==> src/common/cscr_consts.svh <==
// Addresses, field positions, reset values and sizes of the CPU system registers
`ifndef CSCR_CONSTS_SVH
`define CSCR_CONSTS_SVH

`define CSCR_ADDR_ICR     8'he6
`define CSCR_ADDR_FLG     8'he7
`define CSCR_ADDR_RP0     8'he8
`define CSCR_ADDR_RP1     8'he9

`define CSCR_ICR_RST      8'h87
`define CSCR_FLG_RST      8'h00
`define CSCR_RP_RST       8'h00

`define CSCR_ICR_GATE     7
`define CSCR_ICR_PEND     6
`define CSCR_ICR_TLMODE   5
`define CSCR_ICR_ALLOW    4
`define CSCR_ICR_ARB      3

`define CSCR_FLG_C        7
`define CSCR_FLG_Z        6
`define CSCR_FLG_S        5
`define CSCR_FLG_V        4
`define CSCR_FLG_DA       3
`define CSCR_FLG_H        2
`define CSCR_FLG_RSV      1
`define CSCR_FLG_MEM      0
`define CSCR_FLG_WMASK    8'hfd

`define CSCR_RP_WMASK     8'hfc
`define CSCR_STACK_DEPTH  7
`define CSCR_DEPTH_MAX    3'h7
`define CSCR_GROUP_D      4'hd

`endif

==> src/common/cscr_pkg.sv <==
// Types shared by the CPU system register block and its flag unit
`default_nettype none
`include "cscr_consts.svh"

package cscr_pkg;

  typedef enum logic [1:0] {
    CSCR_C_KEEP, CSCR_C_SET, CSCR_C_CLR, CSCR_C_CPL
  } cscr_carry_op_t;

  typedef enum logic [1:0] {
    CSCR_M_KEEP, CSCR_M_DATA, CSCR_M_CODE
  } cscr_mem_op_t;

  typedef enum logic [1:0] {
    CSCR_P_NONE, CSCR_P_SINGLE, CSCR_P_LOW, CSCR_P_HIGH
  } cscr_ptr_op_t;

  // Result of one ALU instruction as seen by the flag logic
  typedef struct packed {
    logic        upd;
    logic        word;
    logic        aff_c;
    logic        arith;
    logic        sub;
    logic [16:0] res;
    logic        ovf;
    logic        half;
  } cscr_alu_op_t;

  typedef struct packed {
    cscr_alu_op_t   alu;
    cscr_carry_op_t c_op;
    cscr_mem_op_t   m_op;
  } cscr_flag_cmd_t;

  typedef struct packed {
    logic       gate;
    logic       pend;
    logic       tl_mode;
    logic       allow;
    logic       arb;
    logic [2:0] cpl;
  } cscr_icr_t;

  typedef struct packed {
    logic [4:0] blk;
    logic       pointer_mode_sel;
    logic [1:0] rsv;
  } cscr_ptr_t;

  typedef struct packed {
    cscr_icr_t                             icr;
    logic [7:0]                            flags;
    cscr_ptr_t                             rp0;
    cscr_ptr_t                             rp1;
    logic [`CSCR_STACK_DEPTH-1:0][7:0]     stack;
    logic [2:0]                            depth;
    logic [7:0]                            rdata;
    logic                                  rvalid;
    logic                                  nest_save;
    logic [2:0]                            nest_level;
  } cscr_state_t;

endpackage

`default_nettype wire

==> src/rtl/cscr_flag_unit.sv <==
// Next-value logic of the CPU flag register for ALU and flag instructions
`default_nettype none
`include "cscr_consts.svh"

module cscr_flag_unit
  import cscr_pkg::*;
(
  input  wire logic [7:0]     flags_cur,
  input  wire cscr_flag_cmd_t cmd,
  output logic [7:0]          flags_next
);

  always_comb begin
    flags_next = flags_cur;
    if (cmd.alu.upd) begin
      if (cmd.alu.aff_c) begin
        flags_next[`CSCR_FLG_C] = cmd.alu.word ? cmd.alu.res[16]
                                               : cmd.alu.res[8]; // RULE12
      end
      flags_next[`CSCR_FLG_Z] = cmd.alu.word
                                ? (cmd.alu.res[15:0] == 16'h0000)
                                : (cmd.alu.res[7:0] == 8'h00); // RULE13
      flags_next[`CSCR_FLG_S] = cmd.alu.word ? cmd.alu.res[15]
                                             : cmd.alu.res[7]; // RULE14
      flags_next[`CSCR_FLG_V] = cmd.alu.ovf; // RULE15
      if (cmd.alu.arith) begin
        flags_next[`CSCR_FLG_DA] = cmd.alu.sub; // RULE16
        flags_next[`CSCR_FLG_H]  = cmd.alu.half; // RULE17
      end
    end
    // Dedicated carry instructions come after the ALU update on purpose
    unique case (cmd.c_op)
      CSCR_C_KEEP: ;
      CSCR_C_SET:  flags_next[`CSCR_FLG_C] = 1'b1; // RULE12
      CSCR_C_CLR:  flags_next[`CSCR_FLG_C] = 1'b0; // RULE12
      CSCR_C_CPL:  flags_next[`CSCR_FLG_C] = ~flags_cur[`CSCR_FLG_C]; // RULE12
    endcase
    unique case (cmd.m_op)
      CSCR_M_KEEP: ;
      CSCR_M_DATA: flags_next[`CSCR_FLG_MEM] = 1'b1; // RULE18
      CSCR_M_CODE: flags_next[`CSCR_FLG_MEM] = 1'b0; // RULE18
      default:     ;
    endcase
    flags_next[`CSCR_FLG_RSV] = 1'b0; // RULE17
  end

endmodule

`default_nettype wire

==> src/rtl/cscr_regs.sv <==
// CPU system registers: interrupt control, flags and working pointers
`default_nettype none
`include "cscr_consts.svh"

// Behaviour
// RULE1: Timer gate resets to one; a timer runs when gate and its allow bit.
// RULE2: Top-level pending set by recognised request or by software writing one.
// RULE3: Top-level ack uses mask select only, or also global allow when mode one.
// RULE4: Ack clears global allow; return and unmask set it; mask instr clears.
// RULE5: Software writes global allow only when nothing pending; mask first.
// RULE6: Global allow zero blocks every source except the top-level one; the code also blocks the top-level one when mode is one.
// RULE7: Arbitration bit zero concurrent, one nested; only software changes it.
// RULE8: Three-bit current level, 000 highest, 111 lowest; hardware or software writes.
// RULE9: Each new request compared to current level: pending or pre-empts.
// RULE10: Pre-empted level is saved to the nesting priority store.
// RULE11: Flags pushed on interrupt, restored at return; up to seven copies.
// RULE12: Carry out of bit 7 or 15; set, clear, complement instructions.
// RULE13: Zero flag set when accumulator result is zero after listed operations.
// RULE14: Sign flag copies bit 7 or bit 15 of the result.
// RULE15: Overflow flag set when two's-complement result is out of range.
// RULE16: BCD kind flag records addition or subtraction for decimal adjust.
// RULE17: Half carry from bit 3 on BCD add or subtract; flag bit 1 zero.
// RULE18: Data-pointer instr sets memory-area flag, code-pointer instr clears it.
// RULE19: Register file is 32 blocks of eight for working pointers.
// RULE20: Single mode rounds an odd block down to the even block.
// RULE21: Twin mode maps r0-r7 via first pointer, r8-r15 via second.
// RULE22: Group D reachable only as working registers, never direct addressing.
// RULE23: Low and high pointer instrs set pointer mode bit; single clears it.
// RULE24: Physical address is block number times eight plus index low bits.
module cscr_regs
  import cscr_pkg::*;
(
  input  wire logic           ref_clk,
  input  wire logic           nrst,
  input  wire logic [7:0]     reg_addr,
  input  wire logic           reg_wr,
  input  wire logic           reg_rd,
  input  wire logic [7:0]     reg_wdata,
  output logic [7:0]          reg_rdata,
  output logic                reg_rvalid,
  input  wire cscr_flag_cmd_t flag_cmd,
  input  wire cscr_ptr_op_t   ptr_op,
  input  wire logic [4:0]     ptr_blk,
  input  wire logic           irq_unmask_instr,
  input  wire logic           irq_mask_instr,
  input  wire logic           irq_ack,
  input  wire logic [2:0]     ack_level,
  input  wire logic           irq_return,
  input  wire logic [2:0]     restore_level,
  input  wire logic           tl_req,
  input  wire logic           tl_ack,
  input  wire logic           top_level_mask_sel,
  input  wire logic           timer_count_allow,
  input  wire logic           new_req_valid,
  input  wire logic [2:0]     new_req_level,
  input  wire logic [3:0]     wr_index,
  input  wire logic [7:0]     direct_addr,
  output logic                timer_run,
  output logic                irq_allowed,
  output logic                tl_ack_allowed,
  output logic                req_preempt,
  output logic                req_keep_pending,
  output logic                nest_save_valid,
  output logic [2:0]          nest_save_level,
  output logic [7:0]          interrupt_control_reg,
  output logic [7:0]          cpu_flag_reg,
  output logic                nested_mode,
  output logic                twin_mode,
  output logic [7:0]          wr_phys_addr,
  output logic                direct_addr_ok,
  output logic [2:0]          flag_stack_depth
);

  cscr_state_t st;
  cscr_state_t next_st;
  logic [7:0]  next_flags_alu;
  logic [`CSCR_STACK_DEPTH-1:0] push_slot;
  logic                         push_ok;
  logic                         pop_ok;

  // Blocks of eight registers: address is block times eight plus offset
  function automatic logic [7:0] blk_addr(input logic [4:0] blk,
                                          input logic [2:0] ofs);
    blk_addr = {blk, ofs}; // RULE24 RULE19
  endfunction

  // Group D is hidden from explicit register addressing
  function automatic logic in_group_d(input logic [7:0] addr);
    in_group_d = (addr[7:4] == `CSCR_GROUP_D);
  endfunction

  // Single mode always starts on an even block, whatever the pointer holds
  function automatic logic [4:0] pair_base(input logic [4:0] blk);
    pair_base = {blk[4:1], 1'b0}; // RULE20
  endfunction

  // Level zero is the most urgent, so a smaller code outranks a larger one
  function automatic logic outranks(input logic [2:0] lvl,
                                    input logic [2:0] cur);
    outranks = (lvl < cur); // RULE8
  endfunction

  function automatic logic wr_hit(input logic       wr,
                                  input logic [7:0] addr,
                                  input logic [7:0] target);
    wr_hit = wr && (addr == target);
  endfunction

  function automatic logic [7:0] read_mux(input cscr_state_t s,
                                          input logic [7:0]  addr);
    unique case (addr)
      `CSCR_ADDR_ICR: read_mux = s.icr;
      `CSCR_ADDR_FLG: read_mux = s.flags;
      `CSCR_ADDR_RP0: read_mux = s.rp0;
      `CSCR_ADDR_RP1: read_mux = s.rp1;
      default:        read_mux = 8'h00;
    endcase
  endfunction

  cscr_flag_unit u_flag_unit (
    .flags_cur  (st.flags),
    .cmd        (flag_cmd),
    .flags_next (next_flags_alu)
  );

  // A full stack drops the push and an empty one the pop, so the depth
  // count never wraps and never hands back a stale copy
  assign push_ok = irq_ack && (st.depth != `CSCR_DEPTH_MAX); // RULE11
  assign pop_ok  = irq_return && (st.depth != 3'h0); // RULE11

  genvar g;
  generate
    for (g = 0; g < `CSCR_STACK_DEPTH; g++) begin : g_slot
      assign push_slot[g] = push_ok && (st.depth == 3'(g)); // RULE11
    end
  endgenerate

  always_comb begin
    next_st = st;
    next_st.nest_save = 1'b0;
    next_st.rvalid = reg_rd;
    if (reg_rd) begin
      next_st.rdata = read_mux(st, reg_addr);
    end

    // Interrupt control: software first, hardware events override
    if (wr_hit(reg_wr, reg_addr, `CSCR_ADDR_ICR)) begin
      next_st.icr = reg_wdata; // RULE7 RULE8
    end
    if (irq_mask_instr) begin
      next_st.icr.allow = 1'b0; // RULE4
    end
    if (irq_unmask_instr) begin
      next_st.icr.allow = 1'b1; // RULE4
    end
    if (irq_return) begin
      next_st.icr.allow = 1'b1; // RULE4
      next_st.icr.cpl   = restore_level; // RULE8
    end
    if (irq_ack) begin
      next_st.icr.allow = 1'b0; // RULE4
      next_st.icr.cpl   = ack_level; // RULE8
      // Only a displaced routine of lower priority needs its level kept
      if (outranks(ack_level, st.icr.cpl)) begin
        next_st.nest_save  = 1'b1; // RULE10
        next_st.nest_level = st.icr.cpl; // RULE10
      end
    end
    if (tl_ack) begin
      next_st.icr.pend = 1'b0;
    end
    // A request in the clearing cycle still lands
    if (tl_req) begin
      next_st.icr.pend = 1'b1; // RULE2
    end

    // Flag register: instruction effects, then software, then restore
    next_st.flags = next_flags_alu;
    if (wr_hit(reg_wr, reg_addr, `CSCR_ADDR_FLG)) begin
      next_st.flags = reg_wdata & `CSCR_FLG_WMASK; // RULE17
    end
    // The copy pushed is the one before any change made in this cycle
    for (int k = 0; k < `CSCR_STACK_DEPTH; k++) begin
      if (push_slot[k]) begin
        next_st.stack[k] = st.flags; // RULE11
      end
    end
    if (push_ok) begin
      next_st.depth = st.depth + 3'h1; // RULE11
    end
    // Ack and return in one cycle both use the old depth; the core
    // never issues them together
    if (pop_ok) begin
      next_st.flags = st.stack[st.depth - 3'h1]; // RULE11
      next_st.depth = st.depth - 3'h1; // RULE11
    end

    // Working register pointers
    if (wr_hit(reg_wr, reg_addr, `CSCR_ADDR_RP0)) begin
      next_st.rp0 = reg_wdata & `CSCR_RP_WMASK;
    end
    if (wr_hit(reg_wr, reg_addr, `CSCR_ADDR_RP1)) begin
      next_st.rp1 = reg_wdata & `CSCR_RP_WMASK;
    end
    unique case (ptr_op)
      CSCR_P_NONE: ;
      CSCR_P_SINGLE: begin
        next_st.rp0.blk = pair_base(ptr_blk); // RULE20
        next_st.rp0.pointer_mode_sel = 1'b0; // RULE23
        next_st.rp1.pointer_mode_sel = 1'b0; // RULE23
      end
      CSCR_P_LOW: begin
        next_st.rp0.blk = ptr_blk; // RULE21
        next_st.rp0.pointer_mode_sel = 1'b1; // RULE23
        next_st.rp1.pointer_mode_sel = 1'b1; // RULE23
      end
      CSCR_P_HIGH: begin
        next_st.rp1.blk = ptr_blk; // RULE21
        next_st.rp0.pointer_mode_sel = 1'b1; // RULE23
        next_st.rp1.pointer_mode_sel = 1'b1; // RULE23
      end
    endcase
  end

  always_ff @(posedge ref_clk or negedge nrst) begin
    if (!nrst) begin
      st <= '{icr:        `CSCR_ICR_RST, // RULE1
              flags:      `CSCR_FLG_RST,
              rp0:        `CSCR_RP_RST,
              rp1:        `CSCR_RP_RST,
              stack:      '0,
              depth:      3'h0,
              rdata:      8'h00,
              rvalid:     1'b0,
              nest_save:  1'b0,
              nest_level: 3'h0};
    end else begin
      st <= next_st;
    end
  end

  // Decodes below read flops and live inputs; the core samples them in the same cycle
  always_comb begin
    timer_run = st.icr.gate & timer_count_allow; // RULE1
    irq_allowed = st.icr.allow; // RULE6
    // Mask select high masks the top-level source
    tl_ack_allowed = ~top_level_mask_sel
                     & (st.icr.tl_mode ? st.icr.allow : 1'b1); // RULE3
    req_preempt = new_req_valid & st.icr.allow
                  & outranks(new_req_level, st.icr.cpl); // RULE9
    req_keep_pending = new_req_valid & ~req_preempt; // RULE9
    if (!st.rp0.pointer_mode_sel) begin
      // Even base block plus index bit 3 selects the upper block
      // A software-written odd block must not shift the 16-register window
      wr_phys_addr = blk_addr(pair_base(st.rp0.blk) | {4'h0, wr_index[3]},
                              wr_index[2:0]); // RULE20 RULE24
    end else if (!wr_index[3]) begin
      wr_phys_addr = blk_addr(st.rp0.blk, wr_index[2:0]); // RULE21
    end else begin
      wr_phys_addr = blk_addr(st.rp1.blk, wr_index[2:0]); // RULE21
    end
    direct_addr_ok = ~in_group_d(direct_addr); // RULE22
  end

  assign reg_rdata             = st.rdata;
  assign reg_rvalid            = st.rvalid;
  assign nest_save_valid       = st.nest_save;
  assign nest_save_level       = st.nest_level;
  assign interrupt_control_reg = st.icr;
  assign cpu_flag_reg          = st.flags;
  assign nested_mode           = st.icr.arb; // RULE7
  assign twin_mode             = st.rp0.pointer_mode_sel;
  assign flag_stack_depth      = st.depth;

endmodule

`default_nettype wire

==> config.mk <==
export PLATFORM = sky130hd
export DESIGN_NAME = cscr_regs
export DESIGN_NICKNAME = d
export VERILOG_FILES = /design/src/common/cscr_pkg.sv /design/src/rtl/cscr_flag_unit.sv /design/src/rtl/cscr_regs.sv
export VERILOG_INCLUDE_DIRS = /design/src /design/src/common
export SDC_FILE = /design/constraint.sdc
export NUM_CORES = 1
export LEC_CHECK = 0
export BUFFER_PORTS_ARGS = -buffer_cell sky130_fd_sc_hd__buf_2
export CORE_AREA = 4 4 142 144
export DETAILED_ROUTE_END_ITERATION = 6
export DIE_AREA = 0 0 146 148
export GPL_ROUTABILITY_DRIVEN = 0
export HOLD_SLACK_MARGIN = 0.08
export PLACE_DENSITY = 0.52
export SLEW_MARGIN = 10
export SYNTH_ARGS = -nofsm -noshare
export SYNTH_HDL_FRONTEND = slang
export SYNTH_SLANG_ARGS = --single-unit
==> constraint.sdc <==
create_clock -name ref_clk -period 5.5 [get_ports ref_clk]
set_input_delay 0.275 -clock ref_clk [delete_from_list [all_inputs] [get_ports ref_clk]]
set_output_delay 0.275 -clock ref_clk [all_outputs]
set_load 0.02 [all_outputs]
; ---- After elaboration in Yosys (flattened, before gate mapping)
; Index checks and enable logic that the tools add are counted.
[word_totals]
reg_bits = 100
output_inout_bits = 48
wordCells = 131
[classes]
add_sub_neg = 2
order_cmp = 3
eq_ne = 20
n_mux = 35
bitwise_logic = 10
reduce_logical = 34
[op_table]
columns = cell, count
row1 = 8-bit 2-to-1 mux, 7
row2 = "8-bit equality test, second input constant", 4
row3 = 8-bit case mux with 4 select lines, 1
row4 = 8-bit binary-select mux with 3-bit select, 1
row5 = 3-bit nonzero test, 8
row6 = 16-bit logical NOT, 1
row7 = 1-bit logical AND, 13
row8 = 3-bit 2-to-1 mux, 4
row9 = 6-bit nonzero test, 2
row10 = 1-bit 2-to-1 mux, 11
row11 = "2-bit equality test, second input constant", 5
row12 = 5-bit case mux with 2 select lines, 1
row13 = "3-bit equality test, second input constant", 3
row14 = 8-bit logical NOT, 1
row15 = 4-bit 2-to-1 mux, 2
row16 = 7-bit 2-to-1 mux, 1
row17 = "2-bit by 1-bit equality test with 1-bit output, second input constant", 3
row18 = "3-bit by 2-bit equality test with 1-bit output, second input constant", 2
row19 = 3-bit < comparator, 2
row20 = 6-bit 2-to-1 mux, 1
row21 = 1-bit case mux with 2 select lines, 3
row22 = 2-bit AND reduction, 3
row23 = 1-bit bitwise AND, 5
row24 = 5-bit 2-to-1 mux, 1
row25 = other kinds (15), 19

; ---- Longest topological paths before layout
; Gate-level depths: netlist of run 1.
[depth]
depth_word = 7
mapped_depth = 10

; ---- Hierarchy
; A second synthesis of run 1 with hierarchy kept.
[hier_totals]
hier_cells = 473
area_unflattened_um2 = 5535.3
[by_module_without_submodules]
columns = module, instances, cells_per_inst, area_per_inst_um2, seq_area_each_um2
row1 = cscr_regs, 1, 447, 5343.9, 2507.4
row2 = cscr_flag_unit, 1, 26, 191.4, 0.0

; ---- Least setup slack after synthesis of run 1
; No wires, ideal clock.
[synth_path]
path_type = register to register
start = register st, in the netlist flag_stack_depth[0]
end = register st, in the netlist cpu_flag_reg[2]
setup_ps = 136
arrival_time_ps = 2187
required_time_ps = 5364
slack_ps = 3177
stages_incl_launch_ff = 10
path_buffers = 4
cell_sequence = dfrtp_1 > buf_2 > buf_2 > inv_1 > ha_1 > buf_2 > buf_2 > mux4_2 > mux2i_1 > mux2i_1
[synth_between]
elab_chain_len = 4
word_cells_on_any_way = 9
classes_between = add/sub: 1 / mux: 3 / reduce/logical: 5
[synth_lines]
columns = element, line
row1 = from (decl), cscr_regs.sv:74  ; cscr_state_t st;
row2 = from (signal assigned), cscr_regs.sv:227  ; st <= '{icr: `CSCR_ICR_RST,
row3 = from (signal assigned), cscr_regs.sv:238  ; st <= next_st;
row4 = 3-bit by 1-bit subtractor with 3-bit output or 3-bit nonzero test (tied branches), "cscr_regs.sv:194, cscr_regs.sv:129"
row5 = 8-bit binary-select mux with 3-bit select or 1-bit logical AND (tied branches), "cscr_regs.sv:194, cscr_regs.sv:129"
row6 = 8-bit 2-to-1 mux (not written as such) or 3-bit nonzero test (tied branches), n/a
row7 = 8-bit 2-to-1 mux or 2-bit AND reduction (tied branches), n/a
; Parallel ways exist; a longest one is shown, timed or not. The select of a mux whose other input is x is not followed.
; A chain may end at the register's enable or synchronous reset.

; ---- Final worst setup path of run 1
[layout_path]
start = register st, in the netlist flag_stack_depth[0]
end = register st[32] (netlist bit)
[layout_between]
elab_chain_len = 3
word_cells_on_any_way = 4
classes_between = eq/ne: 2 / reduce/logical: 2
[layout_lines]
columns = element, line
row1 = 3-bit != test (no source line), n/a
row2 = 1-bit logical AND, cscr_regs.sv:128  ; assign push_ok = irq_ack && (st.depth != `CSCR_DEPTH_MAX);
row3 = 1-bit logical AND (*), cscr_regs.sv:134  ; assign push_slot[g] = push_ok && (st.depth == 3'(g));
; Mark *: on every way between the ends. The rest lies on a longest branch, timed or not.

==> results of run 1 <==
## metal layers
layer | global-route usage | vias to the layer above | part of all wire
met4 | 0.0405 | 0 | 0.017
met2 | 0.228 | 125 | 0.48
met1 | 0.172 | 1960 | 0.44
met3 | 0.0267 | 18 | 0.062
li1 | - | 1876 | -
met5 | 0 | - | 0
## cells in the final DEF (no fill, tap or decap), drive strengths merged, types with 2 or more instances in the layout
master and count:
inv 30, mux2i 33, nor2 12, mux4 8, a21oi 18, o32ai 6
and2 3, a211oi 5, nand2 22, mux2 70, ha 18, o31ai 2
nand3b 3, nor3b 5, o211ai 4, nor4 3, and3 3, a31oi 2
a221oi 12, clkbuf 11, dfstp 4, nand3 5, clkinv 2, a221o 4
nor2b 7, nand4 2, dfrtp 96, buf 124, o21bai 4, nor3 2
o22ai 2, nand2b 5, a22oi 3, o21ai 14
## repair_timing
item                                    CTS  global route
endpoints found under the hold margin    37             0
hold buffers                              1             0
endpoints found under the setup margin    0             0
## worst reg2reg max path, cell delays in order (launching register included)
cell and delay (ns):
dfrtp_1 0.37, buf_4 0.22, ha_1 0.24, ha_1 0.19
nor2b_1 0.44, and3_1 0.58, mux2_2 0.40
## final cells by class
type / instances / share of cell area
clock inverter: 4 / 0.00798
tap: 234 / 0.0455
clock buffer: 11 / 0.0362
multi-input combinational: 294 / 0.404
sequential: 100 / 0.390
inverter: 30 / 0.0175
timing repair buffer: 125 / 0.0992
## synthesized netlist by cell type, drive strengths merged (4+ instances only)
cell type	n
a21oi	18
mux4	8
nand3	5
o211ai	4
a221o	4
nor2b	7
nand2	22
dfrtp	96
inv	30
nand2b	5
ha	18
o21ai	14
buf	48
a221oi	12
o32ai	6
o21bai	4
a211oi	5
mux2i	33
nor2	12
mux2	70
clkbuf	8
dfstp	4
nor3b	5
## power breakdown
part | switching, mW | internal, mW | total [mW] | leakage [nW]
registers | 0.196 | 0.979 | 1.18 | 1.26
logic | 0.610 | 0.583 | 1.19 | 1.68
clock network | 0.269 | 0.351 | 0.620 | 0.136
## worst paths after layout
check                                                  endpoint  slack [ns]                       startpoint  cells past startpoint
max in group asynchronous              reg_rdata[0]$_DFFE_PN0P_        3.87                             nrst                      3
min                        interrupt_control_reg[6]$_DFFE_PN0P_        0.10                           tl_ack                      2
max                                          st[32]$_DFFE_PN0P_        2.94  flag_stack_depth[0]$_DFFE_PN0P_                      6
max reg2reg                                  st[32]$_DFFE_PN0P_        2.94  flag_stack_depth[0]$_DFFE_PN0P_                      6
min reg2reg                                  st[40]$_DFFE_PN0P_        0.48               st[40]$_DFFE_PN0P_                      2
min in group asynchronous                    st[26]$_DFFE_PN0P_        0.46                             nrst                      2
## metrics by stage
| step | utilization | power, mW | worst slack, ns | instances |
|---|---|---|---|---|
| floorplan | - | 2.11 | 3.18 | 480 |
| global placement | 0.328 | 2.36 | 2.89 | 782 |
| detailed placement | 0.328 | 2.40 | 2.92 | 782 |
| CTS | 0.344 | 3.03 | 2.90 | 798 |
| global route | 0.344 | 3.19 | 2.75 | 798 |
| finish | 0.344 | 2.99 | 2.94 | 798 |
## kinds of logic (layout without fill, tap and decap cells)
| kind of cell | count (synthesis) | count (layout) | share of synthesized area |
|---|---|---|---|
| muxes | 111 | 111 | 0.233 |
| adders and majority gates | 18 | 18 | 0.0404 |
| xor gates and xnor gates | 2 | 2 | 0.00650 |
| buffers and inverters | 86 | 170 | 0.0854 |
| and+or+nand+nor | 78 | 78 | 0.0785 |
| AOI/OAI and AO/OA | 85 | 85 | 0.107 |
| DFF | 100 | 100 | 0.449 |
==> impl_metrics.tcl, run 1 <==
set metrics [dict create \
    cellLeakagePower_nw 3.08 \
    finalMaxSlewViolations 0 \
    routed_wl_um 14400 \
    numCtsBuffers 9 \
    die_w_um 146 \
    synthTopCellsByArea "dfrtp_1 (43%), mux2_2 (14%), mux2i_1 (5.9%)" \
    first_pass_iters 4 \
    cp-end-kind "register" \
    multi_input_area_um2 2600 \
    largest_reg_flops 67 \
    fin_area_um2 6430 \
    drive_gt1_frac 0.397 \
    drc 0 \
    worst_slew_pin_slew_ns 1.03 \
    finalCriticalPeriod_ns 2.56 \
    skew_ns 0.00528 \
    grt_pass1_wl_um 23000 \
    ios 133 \
    cts.reportedPaths.clkPinSlew_ns 0.07 \
    dieArea_um2 21600 \
    clkSinkCount 100 \
    crit_path_max_incr_delay_ns 0.58 \
    n_antenna_cell 0 \
    post_cts_buffers 0 \
    irDropWorstVdd_uv 283 \
    crit_family "simple AND/OR/NAND/NOR gates" \
    fin_tns_setup_ns 0 \
    area_delta_synth_final_pct 15.2 \
    async_flop_share 1.00 \
    setup_viol 0 \
    grt_max_degree 63 \
    hold_class "in -> reg" \
    synth_cells 480 \
    hold_viol 0 \
    ys_ff_latch 100 \
    cp_data_required_time_ns 5.72 \
    rows 50 \
    cp-start-kind "register" \
    dpl.hpwl_um 10900 \
    rsz0062_at_grt "no" \
    root_buffer "clkbuf_16" \
    path_class "reg -> reg" \
    status "complete, no violations" \
    relSlewSlack 0.310 \
    vias 3979 \
    fillers 1853 \
    die_h_um 148 \
    synth_top_flop_cell "dfrtp_1" \
    pwr_density_cell_nw_per_um2 465 \
    worst-path-buf-inv 1 \
    cts_tree "done" \
    seq_area_um2 2510 \
    grt_usage 0.133 \
    start_util 0.298 \
    gr-total-overflow 0 \
    synth-edff-count 0 \
    max_cap_viol_count 0 \
    fmax_mhz 391 \
    cp_common_cell "ha_1" \
    drt_iter0_markers 124 \
    arrival_ns 2.78 \
    place_area_um2 6140 \
    slowest_stage "and3_1" \
    hold_ws_ns 0.104 \
    ys_seq_area_frac 0.449 \
    clock_latency_ns 0.34 \
    yosysWarnings 0 \
    h-tree-depth 3 \
    antenna_found_initial 0 \
    finalCritPeriodShare 0.465 \
    ant_nets 0 \
    cts_resized 0 \
    portBuffers 122 \
    wl_per_cell_um 18.0 \
    crit_chain "buf_4 -> ha_1 -> ha_1 -> nor2b_1 -> and3_1 -> mux2_2" \
    cp_max_fo 16 \
    syn_area_um2 5580 \
    cts.path.max_buffers 2 \
    synth_largest_area_cell "dfrtp_1" \
    synth_area_per_cell_um2 11.6 \
    core_um2 18700 \
    synth_top_area_share 0.430 \
    viasPerCell 4.99 \
    grt_pass1_vias 4201 \
    final_nets 663 \
    ys_types 57 \
    syn-num-nets 583 \
]
(Power assumes the default switching activity.)
==> inputs of run 2 (changes only) <==
- ABC_AREA: default -> 1
- CORE_AREA: 4 4 142 144 -> 4 4 144 146
- DIE_AREA: 0 0 146 148 -> 0 0 148 150
- clock period: 5.5 -> 2.5 ns (I/O delays scaled with it)
==> run 2 against run 1 <==
Net effect: clock skew increased by 0.00083 ns; final cell count is 37% higher; non-clock buffer count grew 19; die area up 2.7%; area after synthesis is 3.8% higher; total power is 130% higher; worst hold slack got worse by 0.0084 ns.
==> impl_metrics.tcl, run 2 <==
set metrics [dict create \
    fin_ws_ns 0.473 \
    cellLeakagePower_nw 3.42 \
    dpl.hpwl_um 12400 \
    hold_end "interrupt_control_reg[7]$_DFFE_PN1N_" \
    synthTopCellsByArea "dfrtp_1 (41%), nand2_1 (13%), o21ai_1 (7.3%)" \
    stdcell_count 1094 \
    r2r-start "flag_stack_depth[1]$_DFFE_PN0P_" \
    worst_slew_pin_slew_ns 0.636 \
    clock_latency_ns 0.35 \
    synth_largest_area_cell "dfrtp_1" \
    use_met2 0.235 \
    total_power_mw 6.81 \
    root_buffer "clkbuf_16" \
    n_antenna_cell 0 \
    reg2reg_depth 9 \
    ant_nets 0 \
    die_h_um 150 \
    grt_pass1_vias 4826 \
    p_seq_frac 0.365 \
    rsz0062_at_grt "no" \
    mostFrequentLayoutCells "nand2_1 (193), buf_2 (121), dfrtp_1 (96)" \
    path_class "reg -> reg" \
    syn-num-nets 826 \
    ys_ff_latch 100 \
    fillers 2109 \
    clkSinkCount 100 \
    dieArea_um2 22200 \
    gr-total-overflow 0 \
    ys_seq_area_frac 0.433 \
    h-tree-depth 3 \
    relSlewSlack 0.576 \
    routed_wl_um 16400 \
    hold_viol 0 \
    hold_start "reg_wdata[7]" \
    irDropWorstVdd_uv 448 \
    cp_data_required_time_ns 2.78 \
    top_usage_layer "met2" \
    max_cap_viol_count 0 \
    viasPerCell 4.53 \
    hold_class "in -> reg" \
    synth_top_flop_cell "dfrtp_1" \
    syn_area_um2 5790 \
    setup_viol 0 \
    p_comb_frac 0.437 \
    final_common_cell "nand2_1" \
    p_sw_frac 0.430 \
    met3_usage 0.0379 \
    portBuffers 122 \
    wl_per_cell_um 15.0 \
    dp_cells 1063 \
    yosys-top-cells-count "nand2_1 (193), dfrtp_1 (96), o21ai_1 (85), nor2_1 (63), inv_1 (50)" \
    pwr_density_cell_nw_per_um2 997 \
    clock_power_share 0.199 \
    yosysMostFrequentCell "nand2_1" \
    async_flop_share 1.00 \
    drc 0 \
    cp-end-kind "register" \
    hold_depth 3 \
    cts.path.max_buffers 2 \
    ys_types 36 \
    cts.reportedPaths.clkPinSlew_ns 0.07 \
    status "complete, no violations" \
    cts_resized 0 \
    area_delta_synth_final_pct 18.0 \
    fin_tns_setup_ns 0 \
    r2r_end "cpu_flag_reg[6]$_DFFE_PN0P_" \
    p_switching_mw 2.93 \
    ios 133 \
    core_um2 19400 \
    vias 4959 \
    antenna_found_initial 2 \
    post_cts_buffers 0 \
    finalCriticalPeriod_ns 2.03 \
    drt_iter0_markers 267 \
    groute.layer.met1.usage 0.205 \
    start_util 0.299 \
    arrival_ns 2.30 \
    pre_cts_ws_ns 0.471 \
    numCtsBuffers 9 \
    cts_tree "done" \
    die_w_um 148 \
    synth_cells 723 \
    synth_area_per_cell_um2 8.01 \
    cp_max_fo 11 \
    finalMaxSlewViolations 0 \
    first_pass_iters 5 \
    final_nets 927 \
    drive_gt1_frac 0.240 \
    yosysWarnings 0 \
    cts_hold_buf 15 \
    cp-start-kind "register" \
    finalCritPeriodShare 0.811 \
    skew_ns 0.00611 \
    intPower_mw 3.88 \
    grt_pass1_wl_um 26100 \
    worst-r2r-setup-slack_ns 0.47 \
    synth_top_area_share 0.415 \
    rows 51 \
    synth-edff-count 0 \
    fmax_mhz 493 \
    largest_reg_flops 67 \
    grt_max_degree 46 \
    grt_usage 0.150 \
]
run 2: layer usage:
layer / up-vias / share of wire
met5: - / 0.0013
met1: 2261 / 0.47
met4: 4 / 0.018
met2: 131 / 0.45
li1: 2541 / -
met3: 22 / 0.057
run 2: final cells by class:
cell class / instances / area (um^2) / share of cell area
Timing Repair Buffer: 144 / 828 / 0.121
Clock buffer: 15 / 278 / 0.0407
Multi-Input combinational cell: 509 / 2660 / 0.389
Clock inverter: 1 / 5.00 / 0.000733
Inverter: 60 / 225 / 0.0330
Sequential cell: 100 / 2510 / 0.367
Tap cell: 265 / 332 / 0.0485
run 2: cell families (layout without fill, tap and decap cells):
| logic type | after synthesis | count (layout) | share of synthesized area |
|---|---|---|---|
| AOI/OAI and AO/OA | 181 | 181 | 0.176 |
| DFF | 100 | 100 | 0.433 |
| buffers and inverters | 114 | 220 | 0.108 |
| adders and majority gates | 18 | 18 | 0.0389 |
| xor gates and xnor gates | 2 | 2 | 0.00627 |
| and+or+nand+nor | 308 | 308 | 0.237 |
run 2: per-stage QoR:
stage	hold slack [ns]	utilization	instance area, um^2
final	0.0959	0.352	6830
after CTS	0.0907	0.352	6830
after global placement	0.145	0.330	6400
after global routing	0.117	0.352	6830
after floorplan	-0.171	-	5790
after detailed placement	0.142	0.330	6400
run 2: worst max-delay path: stages, from the launching register on:
cell     delay, ns
dfrtp_1       0.42
inv_1         0.11
ha_1          0.48
nor2_2        0.44
nand2_1       0.08
o21ai_0       0.09
nand2_1       0.06
nand2_1       0.09
nor2_1        0.04
a21oi_1       0.14
run 2: power by group through the flow:
stage	logic, mW	clock network [mW]	registers [mW]
4_1_cts	3.01	1.39	2.49
2_1_floorplan	2.37	0	2.39
6_report	2.97	1.35	2.48
3_5_place_dp	2.98	0	2.51
5_1_grt	3.35	1.47	2.55
3_3_place_gp	2.95	0	2.50
run 2: how the worst max path moves through the flow:
stage / slack, ns / from / depth (start not counted) / endpoint
3_3_place_gp: 0.53 / flag_stack_depth[1]$_DFFE_PN0P_ / 9 / cpu_flag_reg[6]$_DFFE_PN0P_
6_report: 0.47 / flag_stack_depth[1]$_DFFE_PN0P_ / 9 / cpu_flag_reg[6]$_DFFE_PN0P_
4_1_cts: 0.45 / flag_stack_depth[1]$_DFFE_PN0P_ / 9 / cpu_flag_reg[6]$_DFFE_PN0P_
3_5_place_dp: 0.47 / flag_stack_depth[1]$_DFFE_PN0P_ / 9 / cpu_flag_reg[6]$_DFFE_PN0P_
2_1_floorplan: 0.59 / flag_stack_depth[0]$_DFFE_PN0P_ / 13 / cpu_flag_reg[7]$_DFFE_PN0P_
5_1_grt: 0.28 / interrupt_control_reg[2]$_DFFE_PN1P_ / 7 / req_keep_pending
==> inputs of run 3 (changes only) <==
- clock period: 2.5 -> 2.05 ns (I/O delays scaled with it)
==> run 3 against run 2 <==
Net effect: design area up 1.9%; wire length rose by 1.9%; non-clock buffer count up 11; critical path type unchanged; critical path depth rose by 1; largest cell class unchanged; global-route usage up 0.45 points; via count grew 2.6%; worst setup slack got worse by 0.32 ns; first-iteration DRC count is 3.0% higher.
==> impl_metrics.tcl, run 3 (synthesis gave the netlist of run 2 again) <==
set metrics [dict create \
    grt_pass1_wl_um 27000 \
    core_um2 19400 \
    met3_wirelength_um 898 \
    dpl.hpwl_um 12500 \
    ant_nets 0 \
    grt_max_degree 41 \
    wl_met2_um 7580 \
    rsz0062_at_grt "no" \
    hold_ws_ns 0.0985 \
    area_delta_synth_final_pct 20.2 \
    cp-start-kind "register" \
    first_pass_iters 5 \
    post_cts_buffers 0 \
    max_cap_viol_count 0 \
    fillers 2125 \
    drt_iter0_markers 275 \
    wl_per_cell_um 15.2 \
    pwr_density_cell_nw_per_um2 1240 \
    wirelength_met1_um 7800 \
    final_nets 938 \
    grt_pass1_vias 4967 \
    worst-path-stages 10 \
    p_sw_frac 0.427 \
    cts.reportedPaths.clkPinSlew_ns 0.07 \
    rows 51 \
    gr-total-overflow 0 \
    finalCriticalPeriod_ns 1.89 \
    cts.path.max_buffers 2 \
    cp_max_fo 10 \
    routed.top_layer "met5" \
    setup_viol 0 \
    mostFrequentLayoutCells "nand2_1 (193), buf_2 (121), dfrtp_1 (96)" \
    numCtsBuffers 9 \
    irDropWorstVdd_uv 561 \
    cellLeakagePower_nw 3.48 \
    die_h_um 150 \
    worst-r2r-setup-slack_ns 0.16 \
    p_seq_frac 0.346 \
    portBuffers 122 \
    arrival_ns 2.13 \
    crit_family "adder cells" \
    antenna_found_initial 3 \
    largest_reg_flops 67 \
    finalCritPeriodShare 0.924 \
    fmax_mhz 528 \
    cp_common_cell "nand2_1" \
    relSlewSlack 0.632 \
    dieArea_um2 22200 \
    viasPerCell 4.60 \
    hold_class "in -> reg" \
    cp-end-kind "register" \
    root_buffer "clkbuf_16" \
    stdcell_count 1105 \
    intPower_mw 4.94 \
    ios 133 \
    cts_tree "done" \
    p_switching_mw 3.68 \
    path_class "reg -> reg" \
    crit_chain "inv_2 -> ha_1 -> inv_2 -> nor2_1 -> o21ai_0 -> nand2_1 -> nand2_1 -> nand2_1 -> nor2_1 -> a21oi_1" \
    hold_depth 5 \
    clock_power_share 0.200 \
    clkSinkCount 100 \
    slowest_stage "ha_1" \
    skew_ns 0.00837 \
    worst_slew_pin_slew_ns 0.553 \
    drive_gt1_frac 0.251 \
    finalMaxSlewViolations 0 \
    reg2reg_depth 10 \
    dp_cells 1072 \
    clock_latency_ns 0.36 \
    worst-path-buf-inv 2 \
    status "complete, no violations" \
    routed_wl_um 16700 \
    hold_viol 0 \
    die_w_um 148 \
    cp_data_required_time_ns 2.29 \
    final_common_cell "nand2_1" \
    h-tree-depth 3 \
    crit_path_max_incr_delay_ns 0.46 \
    drc 0 \
    grt_usage 0.155 \
    vias 5086 \
    fin_tns_setup_ns 0 \
    start_util 0.299 \
    p_comb_frac 0.454 \
]
## run 3: cell count changes in the layout (fill, tap and decap cells not counted), sizes merged
cell	change
buf	+9
clkbuf	-4
clkinvlp	+2
dlygate4sd3	+2
bufinv	+1
diode	+1
## run 3: final timing paths
path,start,to
worst min-delay path,flag_cmd[4],cpu_flag_reg[2]$_DFFE_PN0P_
worst max-delay path,flag_stack_depth[0]$_DFFE_PN0P_,cpu_flag_reg[5]$_DFFE_PN0P_
min in group asynchronous,nrst,st[46]$_DFFE_PN0P_
max in group asynchronous,nrst,interrupt_control_reg[7]$_DFFE_PN1N_
worst min register to register,reg_rdata[6]$_DFFE_PN0P_,reg_rdata[6]$_DFFE_PN0P_
worst max register to register,flag_stack_depth[0]$_DFFE_PN0P_,cpu_flag_reg[5]$_DFFE_PN0P_
## run 3: per-layer routing
| metal | global-route usage | vias up |
|---|---|---|
| li1 | - | 2565 |
| met1 | 0.211 | 2352 |
| met2 | 0.242 | 136 |
| met3 | 0.0318 | 29 |
| met4 | 0.0596 | 4 |
| met5 | 0 | - |
## run 3: repair_timing
item | in CTS | in global routing
hold buffers | 17 | 0
endpoints found under the setup margin | 0 | 1
endpoints found under the hold margin | 52 | 0
resized for setup | 0 | 3
## run 3: metrics by stage
step / power (mW) / setup WS (ns) / util / cell area (um^2)
after floorplan: 5.80 / 0.139 / - / 5790
after global placement: 6.89 / 0.173 / 0.334 / 6480
after detailed placement: 6.91 / 0.169 / 0.334 / 6480
after CTS: 8.69 / 0.0522 / 0.358 / 6940
after global routing: 9.34 / 0.0131 / 0.359 / 6960
final: 8.62 / 0.156 / 0.359 / 6960
## run 3: power by group through the flow
stage          Combinational [mW]  Sequential (mW)  Clock, mW
3_5_place_dp                 3.90             3.01          0
4_1_cts                      3.94             2.98       1.77
6_report                     3.91             2.98       1.73
5_1_grt                      4.42             3.06       1.86
3_3_place_gp                 3.89             3.00          0
2_1_floorplan                2.90             2.91          0
## run 3: final cells by class
type                       instances  area, um^2  area share
antenna                            1        2.50    0.000360
clock buffer                      11         243      0.0349
clock inverter                     4        50.0     0.00719
inverter                          60         225      0.0324
multi-input combinational        509        2670       0.384
sequential                       100        2510       0.360
tap                              265         332      0.0476
timing repair buffer             155         928       0.133
## run 3: worst reg2reg max path, cell delays in order (launching register included)
cell,delay (ns)
dfrtp_1,0.42
inv_2,0.07
ha_1,0.46
inv_2,0.24
nor2_1,0.07
o21ai_0,0.07
nand2_1,0.10
nand2_1,0.08
nand2_1,0.06
nor2_1,0.14
a21oi_1,0.08
